**src/srps_params.svh**
```systemverilog
`ifndef SRPS_PARAMS_SVH
`define SRPS_PARAMS_SVH

// ----------------------------------------
// Register byte offsets
// ----------------------------------------
`define SRPS_OFF_CTRL      8'h00
`define SRPS_OFF_LOCAL_REF 8'h04
`define SRPS_OFF_GAIN      8'h08
`define SRPS_OFF_LIMITS    8'h0C
`define SRPS_OFF_RAMP      8'h10
`define SRPS_OFF_STATUS    8'h14
`define SRPS_OFF_LOOP      8'h18

// ----------------------------------------
// Reset values
// ----------------------------------------
`define SRPS_CTRL_RST      32'h0000_0F20
`define SRPS_LOCAL_REF_RST 16'h0000
`define SRPS_GAIN_RST      32'h0014_0100
`define SRPS_LIMITS_RST    32'hFFFF_FFFF
`define SRPS_RAMP_RST      16'h0010

// ----------------------------------------
// Codes and timing
// ----------------------------------------
`define SRPS_CFG_OPEN      2'h0
`define SRPS_CFG_CLOSED    2'h3
`define SRPS_SITE_LINKED   2'h0
`define SRPS_SITE_REMOTE   2'h1
`define SRPS_SITE_LOCAL    2'h2
`define SRPS_FB_AIN54      2'h0
`define SRPS_TI_OFF        16'h2710
`define SRPS_LOCAL_STEP    16'h0010
`define SRPS_KP_FRAC_BITS  8
`define SRPS_CLK_PERIOD_NS 10
`define SRPS_CTRL_PERIOD_NS 1000000
`define SRPS_RESP_OKAY     2'h0
`define SRPS_RESP_SLVERR   2'h2

`endif

```
**src/srps_pkg.sv**
```systemverilog
package srps_pkg;

  // ----------------------------------------
  // Key mode states, one-hot
  // ----------------------------------------
  typedef enum logic [3:0] {
    SRPS_KM_MAN_OFF  = 4'b0001,
    SRPS_KM_MAN      = 4'b0010,
    SRPS_KM_AUTO     = 4'b0100,
    SRPS_KM_AUTO_OFF = 4'b1000
  } srps_mode_e;

  // Control register layout
  typedef struct packed {
    logic [19:0] rsvd;
    logic        reset_key_en;
    logic        auto_key_en;
    logic        off_key_en;
    logic        man_key_en;
    logic [1:0]  fb_sel;
    logic        integrator_hold_enable;
    logic        control_direction_select;
    logic [1:0]  ref_site;
    logic [1:0]  cfg_mode;
  } srps_ctrl_s;

  // Gain register layout
  typedef struct packed {
    logic [15:0] integral_time;
    logic [15:0] proportional_gain;
  } srps_gain_s;

  // Limit register layout
  typedef struct packed {
    logic [15:0] freq_max;
    logic [15:0] speed_max;
  } srps_limits_s;

  // Operator panel keys
  typedef struct packed {
    logic man_start;
    logic auto_start;
    logic off;
    logic reset;
    logic up;
    logic down;
  } srps_keys_s;

endpackage : srps_pkg

```
**src/srps_top.sv**
```systemverilog
// Our own choices: the AXI4-Lite slave port and the register offsets.
`include "srps_params.svh"

module srps_top #(
  parameter int CTRL_PERIOD_CYC = `SRPS_CTRL_PERIOD_NS / `SRPS_CLK_PERIOD_NS
) (
  input  wire logic               aclk,
  input  wire logic               aresetn,
  input  wire logic               ce,
  input  wire logic [7:0]         s_axi_awaddr,
  input  wire logic               s_axi_awvalid,
  output logic                    s_axi_awready,
  input  wire logic [31:0]        s_axi_wdata,
  input  wire logic [3:0]         s_axi_wstrb,
  input  wire logic               s_axi_wvalid,
  output logic                    s_axi_wready,
  output logic [1:0]              s_axi_bresp,
  output logic                    s_axi_bvalid,
  input  wire logic               s_axi_bready,
  input  wire logic [7:0]         s_axi_araddr,
  input  wire logic               s_axi_arvalid,
  output logic                    s_axi_arready,
  output logic [31:0]             s_axi_rdata,
  output logic [1:0]              s_axi_rresp,
  output logic                    s_axi_rvalid,
  input  wire logic               s_axi_rready,
  input  wire srps_pkg::srps_keys_s operator_panel,
  input  wire logic               alarm_event,
  input  wire logic               remote_run,
  input  wire logic [15:0]        remote_ref,
  input  wire logic [15:0]        fb_ain54,
  input  wire logic [15:0]        fb_ain53,
  input  wire logic [15:0]        fb_bus,
  output logic [15:0]             motor_freq,
  output logic                    motor_run,
  output logic                    remote_active,
  output logic                    alarm_active
);
  import srps_pkg::*;

  // ----------------------------------------
  // Elaboration checks
  // ----------------------------------------
  if (CTRL_PERIOD_CYC < 2) begin : g_bad_period
    $error("CTRL_PERIOD_CYC must be at least 2");
  end

  // ----------------------------------------
  // Pin synchronisers
  // ----------------------------------------
  srps_keys_s   keys_s;
  srps_keys_s   keys_prev_q;
  logic         alarm_s;
  logic         rrun_s;
  logic [15:0]  rref_s;
  logic [15:0]  ain54_s;
  logic [15:0]  ain53_s;
  logic [15:0]  fbus_s;

  // Word inputs are slow analog samples; a torn word lasts one sample
  srps_sync #(.WIDTH(8)) u_sync_bits (
    .aclk    (aclk),
    .aresetn (aresetn),
    .ce      (ce),
    .d       ({operator_panel, alarm_event, remote_run}),
    .q       ({keys_s, alarm_s, rrun_s})
  );

  srps_sync #(.WIDTH(64)) u_sync_words (
    .aclk    (aclk),
    .aresetn (aresetn),
    .ce      (ce),
    .d       ({remote_ref, fb_ain54, fb_ain53, fb_bus}),
    .q       ({rref_s, ain54_s, ain53_s, fbus_s})
  );

  // ----------------------------------------
  // Registers and state
  // ----------------------------------------
  srps_ctrl_s   ctrl_q;
  srps_gain_s   gain_q;
  srps_limits_s lim_q;
  logic [15:0]  ramp_step_q;
  logic [15:0]  local_ref_q;
  srps_mode_e   mode_q;
  srps_mode_e   mode_d;
  logic         run_q;
  logic         alarm_q;
  logic         remote_q;
  logic         local_q;
  logic [31:0]  per_cnt_q;
  logic         tick_q;
  logic [15:0]  ti_cnt_q;
  logic signed [31:0] integ_q;
  logic [15:0]  ramp_q;
  logic [15:0]  speed_q;
  logic [15:0]  freq_q;

  // ----------------------------------------
  // Panel key decode
  // ----------------------------------------
  wire press_man   = keys_s.man_start  & ~keys_prev_q.man_start  & ctrl_q.man_key_en;
  wire press_auto  = keys_s.auto_start & ~keys_prev_q.auto_start & ctrl_q.auto_key_en;
  wire press_off   = keys_s.off        & ~keys_prev_q.off        & ctrl_q.off_key_en;
  wire press_reset = keys_s.reset      & ~keys_prev_q.reset      & ctrl_q.reset_key_en;
  wire press_up    = keys_s.up   & ~keys_prev_q.up;
  wire press_down  = keys_s.down & ~keys_prev_q.down;

  // Off key beats start keys pressed in the same cycle
  always_comb begin
    mode_d = mode_q;
    if (press_off) begin
      mode_d = (mode_q == SRPS_KM_MAN || mode_q == SRPS_KM_MAN_OFF)
             ? SRPS_KM_MAN_OFF : SRPS_KM_AUTO_OFF;
    end else if (press_man) begin
      mode_d = SRPS_KM_MAN;
    end else if (press_auto) begin
      mode_d = SRPS_KM_AUTO;
    end
  end

  // Site selection and run qualification
  wire auto_side  = (mode_q == SRPS_KM_AUTO) || (mode_q == SRPS_KM_AUTO_OFF);
  wire remote_d   = (ctrl_q.ref_site == `SRPS_SITE_REMOTE) ? 1'b1 :
                    (ctrl_q.ref_site == `SRPS_SITE_LOCAL)  ? 1'b0 : auto_side;
  wire run_d      = ~alarm_q & ((mode_q == SRPS_KM_MAN) |
                                ((mode_q == SRPS_KM_AUTO) & rrun_s));
  wire alarm_d    = alarm_s | (alarm_q & ~press_reset);

  // ----------------------------------------
  // PI controller (proportional and integral terms, no derivative)
  // ----------------------------------------
  wire [15:0] fb_w = (ctrl_q.fb_sel == 2'h1) ? ain53_s :
                     (ctrl_q.fb_sel == 2'h2) ? fbus_s  : ain54_s;
  wire signed [16:0] sp_m_fb = $signed({1'b0, rref_s}) - $signed({1'b0, fb_w});
  wire signed [16:0] err_w   = ctrl_q.control_direction_select
                             ? -sp_m_fb : sp_m_fb;
  wire signed [33:0] prop_w  = err_w * $signed({1'b0, gain_q.proportional_gain});
  wire signed [35:0] sum_w   = 36'(prop_w >>> `SRPS_KP_FRAC_BITS) + 36'(integ_q);
  wire        sat_lo   = sum_w < 36'sh0;
  wire        sat_hi   = sum_w > $signed({20'h0, lim_q.speed_max});
  wire [15:0] pid_out  = sat_lo ? 16'h0000 : sat_hi ? lim_q.speed_max : sum_w[15:0];
  wire        ti_off   = gain_q.integral_time == `SRPS_TI_OFF;
  wire        wind_hold = ctrl_q.integrator_hold_enable &
                          ((sat_hi & (err_w > 17'sh0)) | (sat_lo & (err_w < 17'sh0)));
  wire        ti_due   = ({1'b0, ti_cnt_q} + 17'h1) >= {1'b0, gain_q.integral_time};
  wire        closed_w = remote_q & (ctrl_q.cfg_mode == `SRPS_CFG_CLOSED);
  wire        integ_go = tick_q & closed_w & run_q & ~ti_off & ~wind_hold;

  // ----------------------------------------
  // Demand, ramp and limit chain
  // ----------------------------------------
  wire [15:0] active_ref = remote_q ? rref_s : local_ref_q;
  wire [15:0] demand_w   = ~run_q ? 16'h0000 : closed_w ? pid_out : active_ref;
  wire [16:0] ramp_up    = {1'b0, ramp_q} + {1'b0, ramp_step_q};
  wire [16:0] ramp_dn    = {1'b0, demand_w} + {1'b0, ramp_step_q};
  wire [15:0] ramp_d     = ({1'b0, demand_w} > ramp_up) ? ramp_up[15:0] :
                           (ramp_dn < {1'b0, ramp_q}) ? ramp_q - ramp_step_q : demand_w;
  wire [15:0] speed_d    = (ramp_d > lim_q.speed_max) ? lim_q.speed_max : ramp_d;
  wire [15:0] freq_d     = (speed_d > lim_q.freq_max) ? lim_q.freq_max : speed_d;

  // ----------------------------------------
  // AXI4-Lite slave
  // ----------------------------------------
  logic        aw_hold_q;
  logic        w_hold_q;
  logic [7:0]  awaddr_q;
  logic [31:0] wdata_q;
  logic [3:0]  wstrb_q;

  wire         aw_fire  = s_axi_awvalid & s_axi_awready;
  wire         w_fire   = s_axi_wvalid & s_axi_wready;
  wire         ar_fire  = s_axi_arvalid & s_axi_arready;
  wire         do_write = (aw_hold_q | aw_fire) & (w_hold_q | w_fire);
  wire         aw_hold_d = (aw_hold_q | aw_fire) & ~do_write;
  wire         w_hold_d  = (w_hold_q | w_fire) & ~do_write;
  wire         bvalid_d  = do_write | (s_axi_bvalid & ~s_axi_bready);
  wire         rvalid_d  = ar_fire | (s_axi_rvalid & ~s_axi_rready);
  wire [7:0]   wa        = aw_fire ? s_axi_awaddr : awaddr_q;
  wire [31:0]  wd        = w_fire ? s_axi_wdata : wdata_q;
  wire [3:0]   ws        = w_fire ? s_axi_wstrb : wstrb_q;

  // Byte-lane merge of a write into an old word
  function automatic logic [31:0] wmerge(logic [31:0] old, logic [31:0] d, logic [3:0] s);
    logic [31:0] r;
    r = old;
    for (int i = 0; i < 4; i++) begin
      if (s[i]) begin
        r[i*8 +: 8] = d[i*8 +: 8];
      end
    end
    return r;
  endfunction : wmerge

  wire wr_ctrl  = do_write & (wa == `SRPS_OFF_CTRL);
  wire wr_lref  = do_write & (wa == `SRPS_OFF_LOCAL_REF);
  wire wr_gain  = do_write & (wa == `SRPS_OFF_GAIN);
  wire wr_lim   = do_write & (wa == `SRPS_OFF_LIMITS);
  wire wr_ramp  = do_write & (wa == `SRPS_OFF_RAMP);
  wire wr_hit   = wr_ctrl | wr_lref | wr_gain | wr_lim | wr_ramp;
  wire [31:0] ctrl_wm = wmerge(ctrl_q, wd, ws);
  wire [31:0] lref_wm = wmerge({16'h0, local_ref_q}, wd, ws);
  wire [31:0] ramp_wm = wmerge({16'h0, ramp_step_q}, wd, ws);

  // Read decode; status shows the live key mode and selection
  wire [31:0] stat_w = {freq_q, 8'h00, alarm_q, run_q, remote_q, local_q, mode_q};
  wire rd_hit = (s_axi_araddr[7:2] <= 6'h6) & (s_axi_araddr[1:0] == 2'h0);
  wire [31:0] rd_w =
    (s_axi_araddr == `SRPS_OFF_CTRL)      ? {20'h0, ctrl_q[11:0]} :
    (s_axi_araddr == `SRPS_OFF_LOCAL_REF) ? {16'h0, local_ref_q} :
    (s_axi_araddr == `SRPS_OFF_GAIN)      ? gain_q :
    (s_axi_araddr == `SRPS_OFF_LIMITS)    ? lim_q :
    (s_axi_araddr == `SRPS_OFF_RAMP)      ? {16'h0, ramp_step_q} :
    (s_axi_araddr == `SRPS_OFF_STATUS)    ? stat_w :
    (s_axi_araddr == `SRPS_OFF_LOOP)      ? {pid_out, fb_w} : 32'h0000_0000;

  // Bus handshake; readies drop while a response waits
  always_ff @(posedge aclk) begin
    if (!aresetn) begin
      aw_hold_q     <= 1'b0;
      w_hold_q      <= 1'b0;
      s_axi_awready <= 1'b0;
      s_axi_wready  <= 1'b0;
      s_axi_bvalid  <= 1'b0;
      s_axi_bresp   <= `SRPS_RESP_OKAY;
      s_axi_arready <= 1'b0;
      s_axi_rvalid  <= 1'b0;
      s_axi_rresp   <= `SRPS_RESP_OKAY;
      s_axi_rdata   <= 32'h0000_0000;
      awaddr_q      <= 8'h00;
      wdata_q       <= 32'h0000_0000;
      wstrb_q       <= 4'h0;
    end else if (ce) begin
      aw_hold_q     <= aw_hold_d;
      w_hold_q      <= w_hold_d;
      s_axi_awready <= ~aw_hold_d & ~bvalid_d;
      s_axi_wready  <= ~w_hold_d & ~bvalid_d;
      s_axi_bvalid  <= bvalid_d;
      s_axi_arready <= ~rvalid_d;
      s_axi_rvalid  <= rvalid_d;
      if (aw_fire) awaddr_q <= s_axi_awaddr;
      if (w_fire) wdata_q <= s_axi_wdata;
      if (w_fire) wstrb_q <= s_axi_wstrb;
      if (do_write) s_axi_bresp <= wr_hit ? `SRPS_RESP_OKAY : `SRPS_RESP_SLVERR;
      if (ar_fire) s_axi_rdata <= rd_hit ? rd_w : 32'h0000_0000;
      if (ar_fire) s_axi_rresp <= rd_hit ? `SRPS_RESP_OKAY : `SRPS_RESP_SLVERR;
    end
  end

  // ----------------------------------------
  // Configuration registers
  // ----------------------------------------
  // Software write beats an arrow key in the same cycle
  always_ff @(posedge aclk) begin
    if (!aresetn) begin
      ctrl_q      <= `SRPS_CTRL_RST;
      gain_q      <= `SRPS_GAIN_RST;
      lim_q       <= `SRPS_LIMITS_RST;
      ramp_step_q <= `SRPS_RAMP_RST;
      local_ref_q <= `SRPS_LOCAL_REF_RST;
    end else if (ce) begin
      if (wr_ctrl) ctrl_q <= {20'h0, ctrl_wm[11:0]};
      if (wr_gain) gain_q <= wmerge(gain_q, wd, ws);
      if (wr_lim) lim_q <= wmerge(lim_q, wd, ws);
      if (wr_ramp) ramp_step_q <= ramp_wm[15:0];
      if (wr_lref) begin
        local_ref_q <= lref_wm[15:0];
      end else if (press_up) begin
        local_ref_q <= (local_ref_q > 16'hFFFF - `SRPS_LOCAL_STEP)
                     ? 16'hFFFF : local_ref_q + `SRPS_LOCAL_STEP;
      end else if (press_down) begin
        local_ref_q <= (local_ref_q < `SRPS_LOCAL_STEP)
                     ? 16'h0000 : local_ref_q - `SRPS_LOCAL_STEP;
      end
    end
  end

  // ----------------------------------------
  // Mode, site and alarm state
  // ----------------------------------------
  always_ff @(posedge aclk) begin
    if (!aresetn) begin
      keys_prev_q <= '0;
      mode_q      <= SRPS_KM_AUTO_OFF;
      run_q       <= 1'b0;
      alarm_q     <= 1'b0;
      remote_q    <= 1'b1;
      local_q     <= 1'b0;
    end else if (ce) begin
      keys_prev_q <= keys_s;
      mode_q      <= mode_d;
      run_q       <= run_d;
      alarm_q     <= alarm_d;
      remote_q    <= remote_d;
      local_q     <= ~remote_d;
    end
  end

  // ----------------------------------------
  // Control period and loop update
  // ----------------------------------------
  // Integrator is wide; long saturation is bounded by the hold option
  always_ff @(posedge aclk) begin
    if (!aresetn) begin
      per_cnt_q <= 32'h0000_0000;
      tick_q    <= 1'b0;
      ti_cnt_q  <= 16'h0000;
      integ_q   <= 32'sh0;
      ramp_q    <= 16'h0000;
      speed_q   <= 16'h0000;
      freq_q    <= 16'h0000;
    end else if (ce) begin
      tick_q    <= per_cnt_q == 32'(CTRL_PERIOD_CYC - 1);
      per_cnt_q <= (per_cnt_q == 32'(CTRL_PERIOD_CYC - 1)) ? 32'h0 : per_cnt_q + 32'h1;
      if (!closed_w || !run_q) begin
        integ_q  <= 32'sh0;
        ti_cnt_q <= 16'h0000;
      end else if (integ_go) begin
        ti_cnt_q <= ti_due ? 16'h0000 : ti_cnt_q + 16'h1;
        if (ti_due) integ_q <= integ_q + 32'(err_w);
      end
      if (tick_q) begin
        ramp_q  <= ramp_d;
        speed_q <= speed_d;
        freq_q  <= freq_d;
      end
    end
  end

  assign motor_freq    = freq_q;
  assign motor_run     = run_q;
  assign remote_active = remote_q;
  assign alarm_active  = alarm_q;
endmodule : srps_top

```
**src/srps_sync.sv**
```systemverilog
module srps_sync #(
  parameter int WIDTH = 1
) (
  input  wire logic             aclk,
  input  wire logic             aresetn,
  input  wire logic             ce,
  input  wire logic [WIDTH-1:0] d,
  output logic      [WIDTH-1:0] q
);

  logic [WIDTH-1:0] meta_q;

  // Two stages; only the second stage is visible outside
  always_ff @(posedge aclk) begin
    if (!aresetn) begin
      meta_q <= '0;
      q      <= '0;
    end else if (ce) begin
      meta_q <= d;
      q      <= meta_q;
    end
  end

endmodule : srps_sync

```
**config.mk**
```make
export PLATFORM = sky130hd
export DESIGN_NAME = srps_top
export DESIGN_NICKNAME = d
export VERILOG_FILES = /design/src/srps_pkg.sv /design/src/srps_top.sv /design/src/srps_sync.sv
export VERILOG_INCLUDE_DIRS = /design/src
export SDC_FILE = /design/constraint.sdc
export NUM_CORES = 2
export LEC_CHECK = 0
export BUFFER_PORTS_ARGS = -buffer_cell sky130_fd_sc_hd__buf_2
export CORE_UTILIZATION = 65
export CTS_BUF_LIST = sky130_fd_sc_hd__clkbuf_4 sky130_fd_sc_hd__clkbuf_8
export DETAILED_ROUTE_END_ITERATION = 8
export PLACE_DENSITY = 0.9
export SETUP_SLACK_MARGIN = 0.15
export SLEW_MARGIN = 25
export SYNTH_ARGS = -nofsm -noshare
export SYNTH_HDL_FRONTEND = slang
export SYNTH_SLANG_ARGS = --single-unit
```
**constraint.sdc**
```tcl
create_clock -name aclk -period 26.1 [get_ports aclk]
set_input_delay 3.915 -clock aclk [delete_from_list [all_inputs] [get_ports aclk]]
set_output_delay 3.915 -clock aclk [all_outputs]
set_load 0.05 [all_outputs]
```
==> reports/results.txt <==
WP data required: 26.68 ns
Starting Density: 0.6625
Leakage: 0.02092 uW
synth top area cells: dfxtp_1 23%, fa_1 14%, ha_1 9.8%
dpl hpwl: 91810 um
Worst-Margin Slew: 1.073 ns
Total Power: 1954 uW
Synth Flop Type: dfxtp_1
Fin Setup TNS: 0 ns
Synth cell types: 93
# hold bufs at CTS: 0
Final setup viols: 0
reg2reg setup slack: 1.50 ns
Syn. warnings: 0
Avg Inst Size Synth: 8.421 um2
Max-slew headroom: 0.2641
Max FO, Critical Path: 33
ys async rst share: 0
Worst-Skew Late Latency: 0.73 ns
number of synthesized flops with an enable pin: 0
htree depth: 3
CTS root buf: clkbuf_8
fin area: 43520 um2
largest area contributor in the netlist: dfxtp_1
CP max stage delay: 0.65 ns
CP most frequent cell: o21a_1
Setup CP Type: reg2reg
Die Height: 250.7 um
Fin. Hold Viols: 0
Final Critical Period: 24.60 ns
Syn-to-layout area delta: 8.239%
Post-Route WL: 122900 um
CORE AREA: 60700 um2
DRC errors left: 0
mapped cell area: 40210 um2
type of destination of the critical path: flop
gpl congestion: 1.037
CP Launch Type: flop
Detailed Route Iter0 Violations: 3372
Hold Startpoint: wdata_q[20]
Clock Tree Buf Depth: 3
Pwr per Cell Area: 44.88 nW/um2
total vias in the final route: 35900
WHS Path Cells: 2
Fmax: 40.66 MHz
status: completed
IO Port Bufs: 189
Pre-antenna DRT Iters: 7
vias in the first global route: 35190
Hold Path Class: reg2reg
Worst IR Drop VDD: 0.05010 mV
num rows: 90
#FFs+latches synth: 464
nets: 5584
share of layout cells above drive strength 1: 0.1001
worst hold endpoint: wdata_q[20]
crit path max-delay cell type: o311ai_0
Synth top area share: 0.2310
vias per inst: 6.300
cts bufs inserted: 77
post-route antenna net violation count: 0
grt ovf: 0
final setup skew: 0.04617 ns
sequential-to-total area share from yosys stat: 0.2310
Clock transition at path regs: 0.07 ns
Period Utilization, post-route: 0.9423
worst reg2reg path startpoint: ctrl_q[7]
initial antenna violation count: 3
I/O pin total: 192
die width: 250.7 um
CTS tree: built
largest net degree at the start of global routing: 104
Post-Synthesis Cells: 4775
Max Slew Vio Count: 0
DP Area: 41680 um2
RSZ-0062 raised after global routing: no
FF-to-FF path depth: 104
GRT Total Usage: 0.3884
# clock sinks: 464
max-cap viol count: 0
RR Endpoint: motor_freq[15]
worst path arrival time: 25.18 ns
first-pass GRT wire length: 192600 um
WL/cell: 21.56 um
die area: 62860 um2
## cells in the mapped netlist, types with 20 or more instances
| cell type | number |
|---|---|
| nor4_1 | 25 |
| and3_1 | 43 |
| xnor2_1 | 107 |
| o211ai_1 | 42 |
| mux2i_1 | 252 |
| nor2_1 | 369 |
| o31ai_1 | 21 |
| o21a_1 | 61 |
| mux2_2 | 31 |
| buf_1 | 21 |
| ha_1 | 315 |
| dfxtp_1 | 464 |
| clkbuf_1 | 212 |
| a21o_1 | 73 |
| a221oi_1 | 35 |
| a211oi_1 | 84 |
| a21oi_1 | 222 |
| o211a_1 | 27 |
| o221ai_1 | 27 |
| nor2b_1 | 179 |
| nor3_1 | 56 |
| nand4_1 | 32 |
| nand2_1 | 476 |
| nand2b_1 | 40 |
| fa_1 | 283 |
| o21ai_0 | 186 |
| nand3_1 | 75 |
| xor2_1 | 75 |
| inv_1 | 502 |
| and2_1 | 145 |
| a21boi_0 | 25 |
| a22oi_1 | 20 |
## where the power goes
| group | total (uW) | switching [uW] | leakage (uW) | internal, uW |
|---|---|---|---|---|
| clock network | 717 | 332 | 0.000913 | 385 |
| registers | 736 | 12.2 | 0.00377 | 724 |
| logic | 501 | 326 | 0.0162 | 174 |
| total | 1950 | 671 | 0.0209 | 1280 |
## stage by stage
stage	instances	util	hold slack (ns)	setup slack, ns
floorplan	4776	-	0.4329	1.990
global placement	5555	0.6866	0.4384	0.8881
detailed placement	5555	0.6866	0.4461	0.3274
CTS	5694	0.7149	0.4547	0.1599
global route	5697	0.7170	0.4826	0.1479
finish	5698	0.7171	0.4542	1.505
## worst max-delay path: cells and delay by family, from the launching register on
kind                     cells  cell delay, ns
buffers and inverters       10            1.57
adder cells (fa/ha/maj)     14            5.73
flip-flops                   1            0.36
multiplexers                 3            0.91
XOR/XNOR                     3            0.62
AND/OR/NAND/NOR             22            4.48
AO/OA/AOI/OAI               52           10.75
## placed cells by master (no fill, tap or decap), types with 19 or more instances in the layout
cell type and n:
o211a_1 27, nor2b_1 179, buf_2 187, nor3_1 56, nor4_1 25, a21boi_0 25
nand3_1 75, nand2_1 475, clkbuf_8 101, o211ai_1 42, dfxtp_1 463, mux2_2 31
a22oi_1 20, xnor2_1 106, ha_1 315, o21ai_0 183, buf_4 52, inv_1 501
a21oi_1 221, nand4_1 32, and3_1 43, nand2b_1 39, xor2_1 73, a21o_1 73
a211oi_1 83, fa_1 283, o31ai_1 20, a221oi_1 35, mux2i_1 252, o21a_1 61
and2_1 145, or3_1 19, clkbuf_4 21, o221ai_1 27, nor2_1 361
## how the worst max path moves through the flow
stage	from	to	slack, ns	cells past startpoint
final	ctrl_q[7]	motor_freq[15]	1.50	104
after global routing	ctrl_q[7]	motor_freq[15]	0.15	104
after CTS	ctrl_q[6]	motor_freq[15]	0.16	104
after detailed placement	ctrl_q[6]	motor_freq[15]	0.33	104
after global placement	ctrl_q[6]	motor_freq[15]	0.89	104
after floorplan	ctrl_q[6]	motor_freq[2]	1.99	113
## flip-flops by register name, summed over array words and instances, names as in the netlist, 8 cells and up
signal / count
lim_q: 32
wdata_q: 32
s_axi_rdata: 32
per_cnt_q: 32
ti_cnt_q: 16
integ_q: 32
ramp_q: 16
ramp_step_q: 16
motor_freq: 16
gain_q: 32
awaddr_q: 8
u_sync_words.meta_q: 64
u_sync_words.q: 64
ctrl_q: 12
u_sync_bits.meta_q: 8
local_ref_q: 16
u_sync_bits.q: 8
## area by class of cell
class	instances	area, um2
clock buffers	122	1548
diodes	2	5.005
well taps	782	978.4
repair buffers	245	1398
clock inverters	17	168.9
inverters	504	1898
fillers	4394	17170
flip-flops and latches	464	9290
multi-input cells	3562	28240
## logic make-up after synthesis
kind of cell / after synthesis / share of synthesized area
and+or+nand+nor: 1523 / 0.1830
other: 1 / 0.00009326
buffers and inverters: 750 / 0.07060
muxes: 286 / 0.07290
xor gates and xnor gates: 182 / 0.03964
AOI/OAI and AO/OA: 970 / 0.1636
adders and majority gates: 599 / 0.2392
DFF: 464 / 0.2310
## layer usage
layer  vias to the layer above  wire [um]  track usage
met5                         -          8            0
met4                         2       6975       0.2032
met3                       456      13070      0.08542
met2                      2010      55840       0.6305
met1                     17040      46960       0.4838
li1                      16390          -            -
## timing repair
item                       CTS  global route
setup endpoints to repair    0            16
buffers inserted             0             1
hold endpoints to repair     0             0
resized for setup            0            18
(Power assumes the default switching activity.)
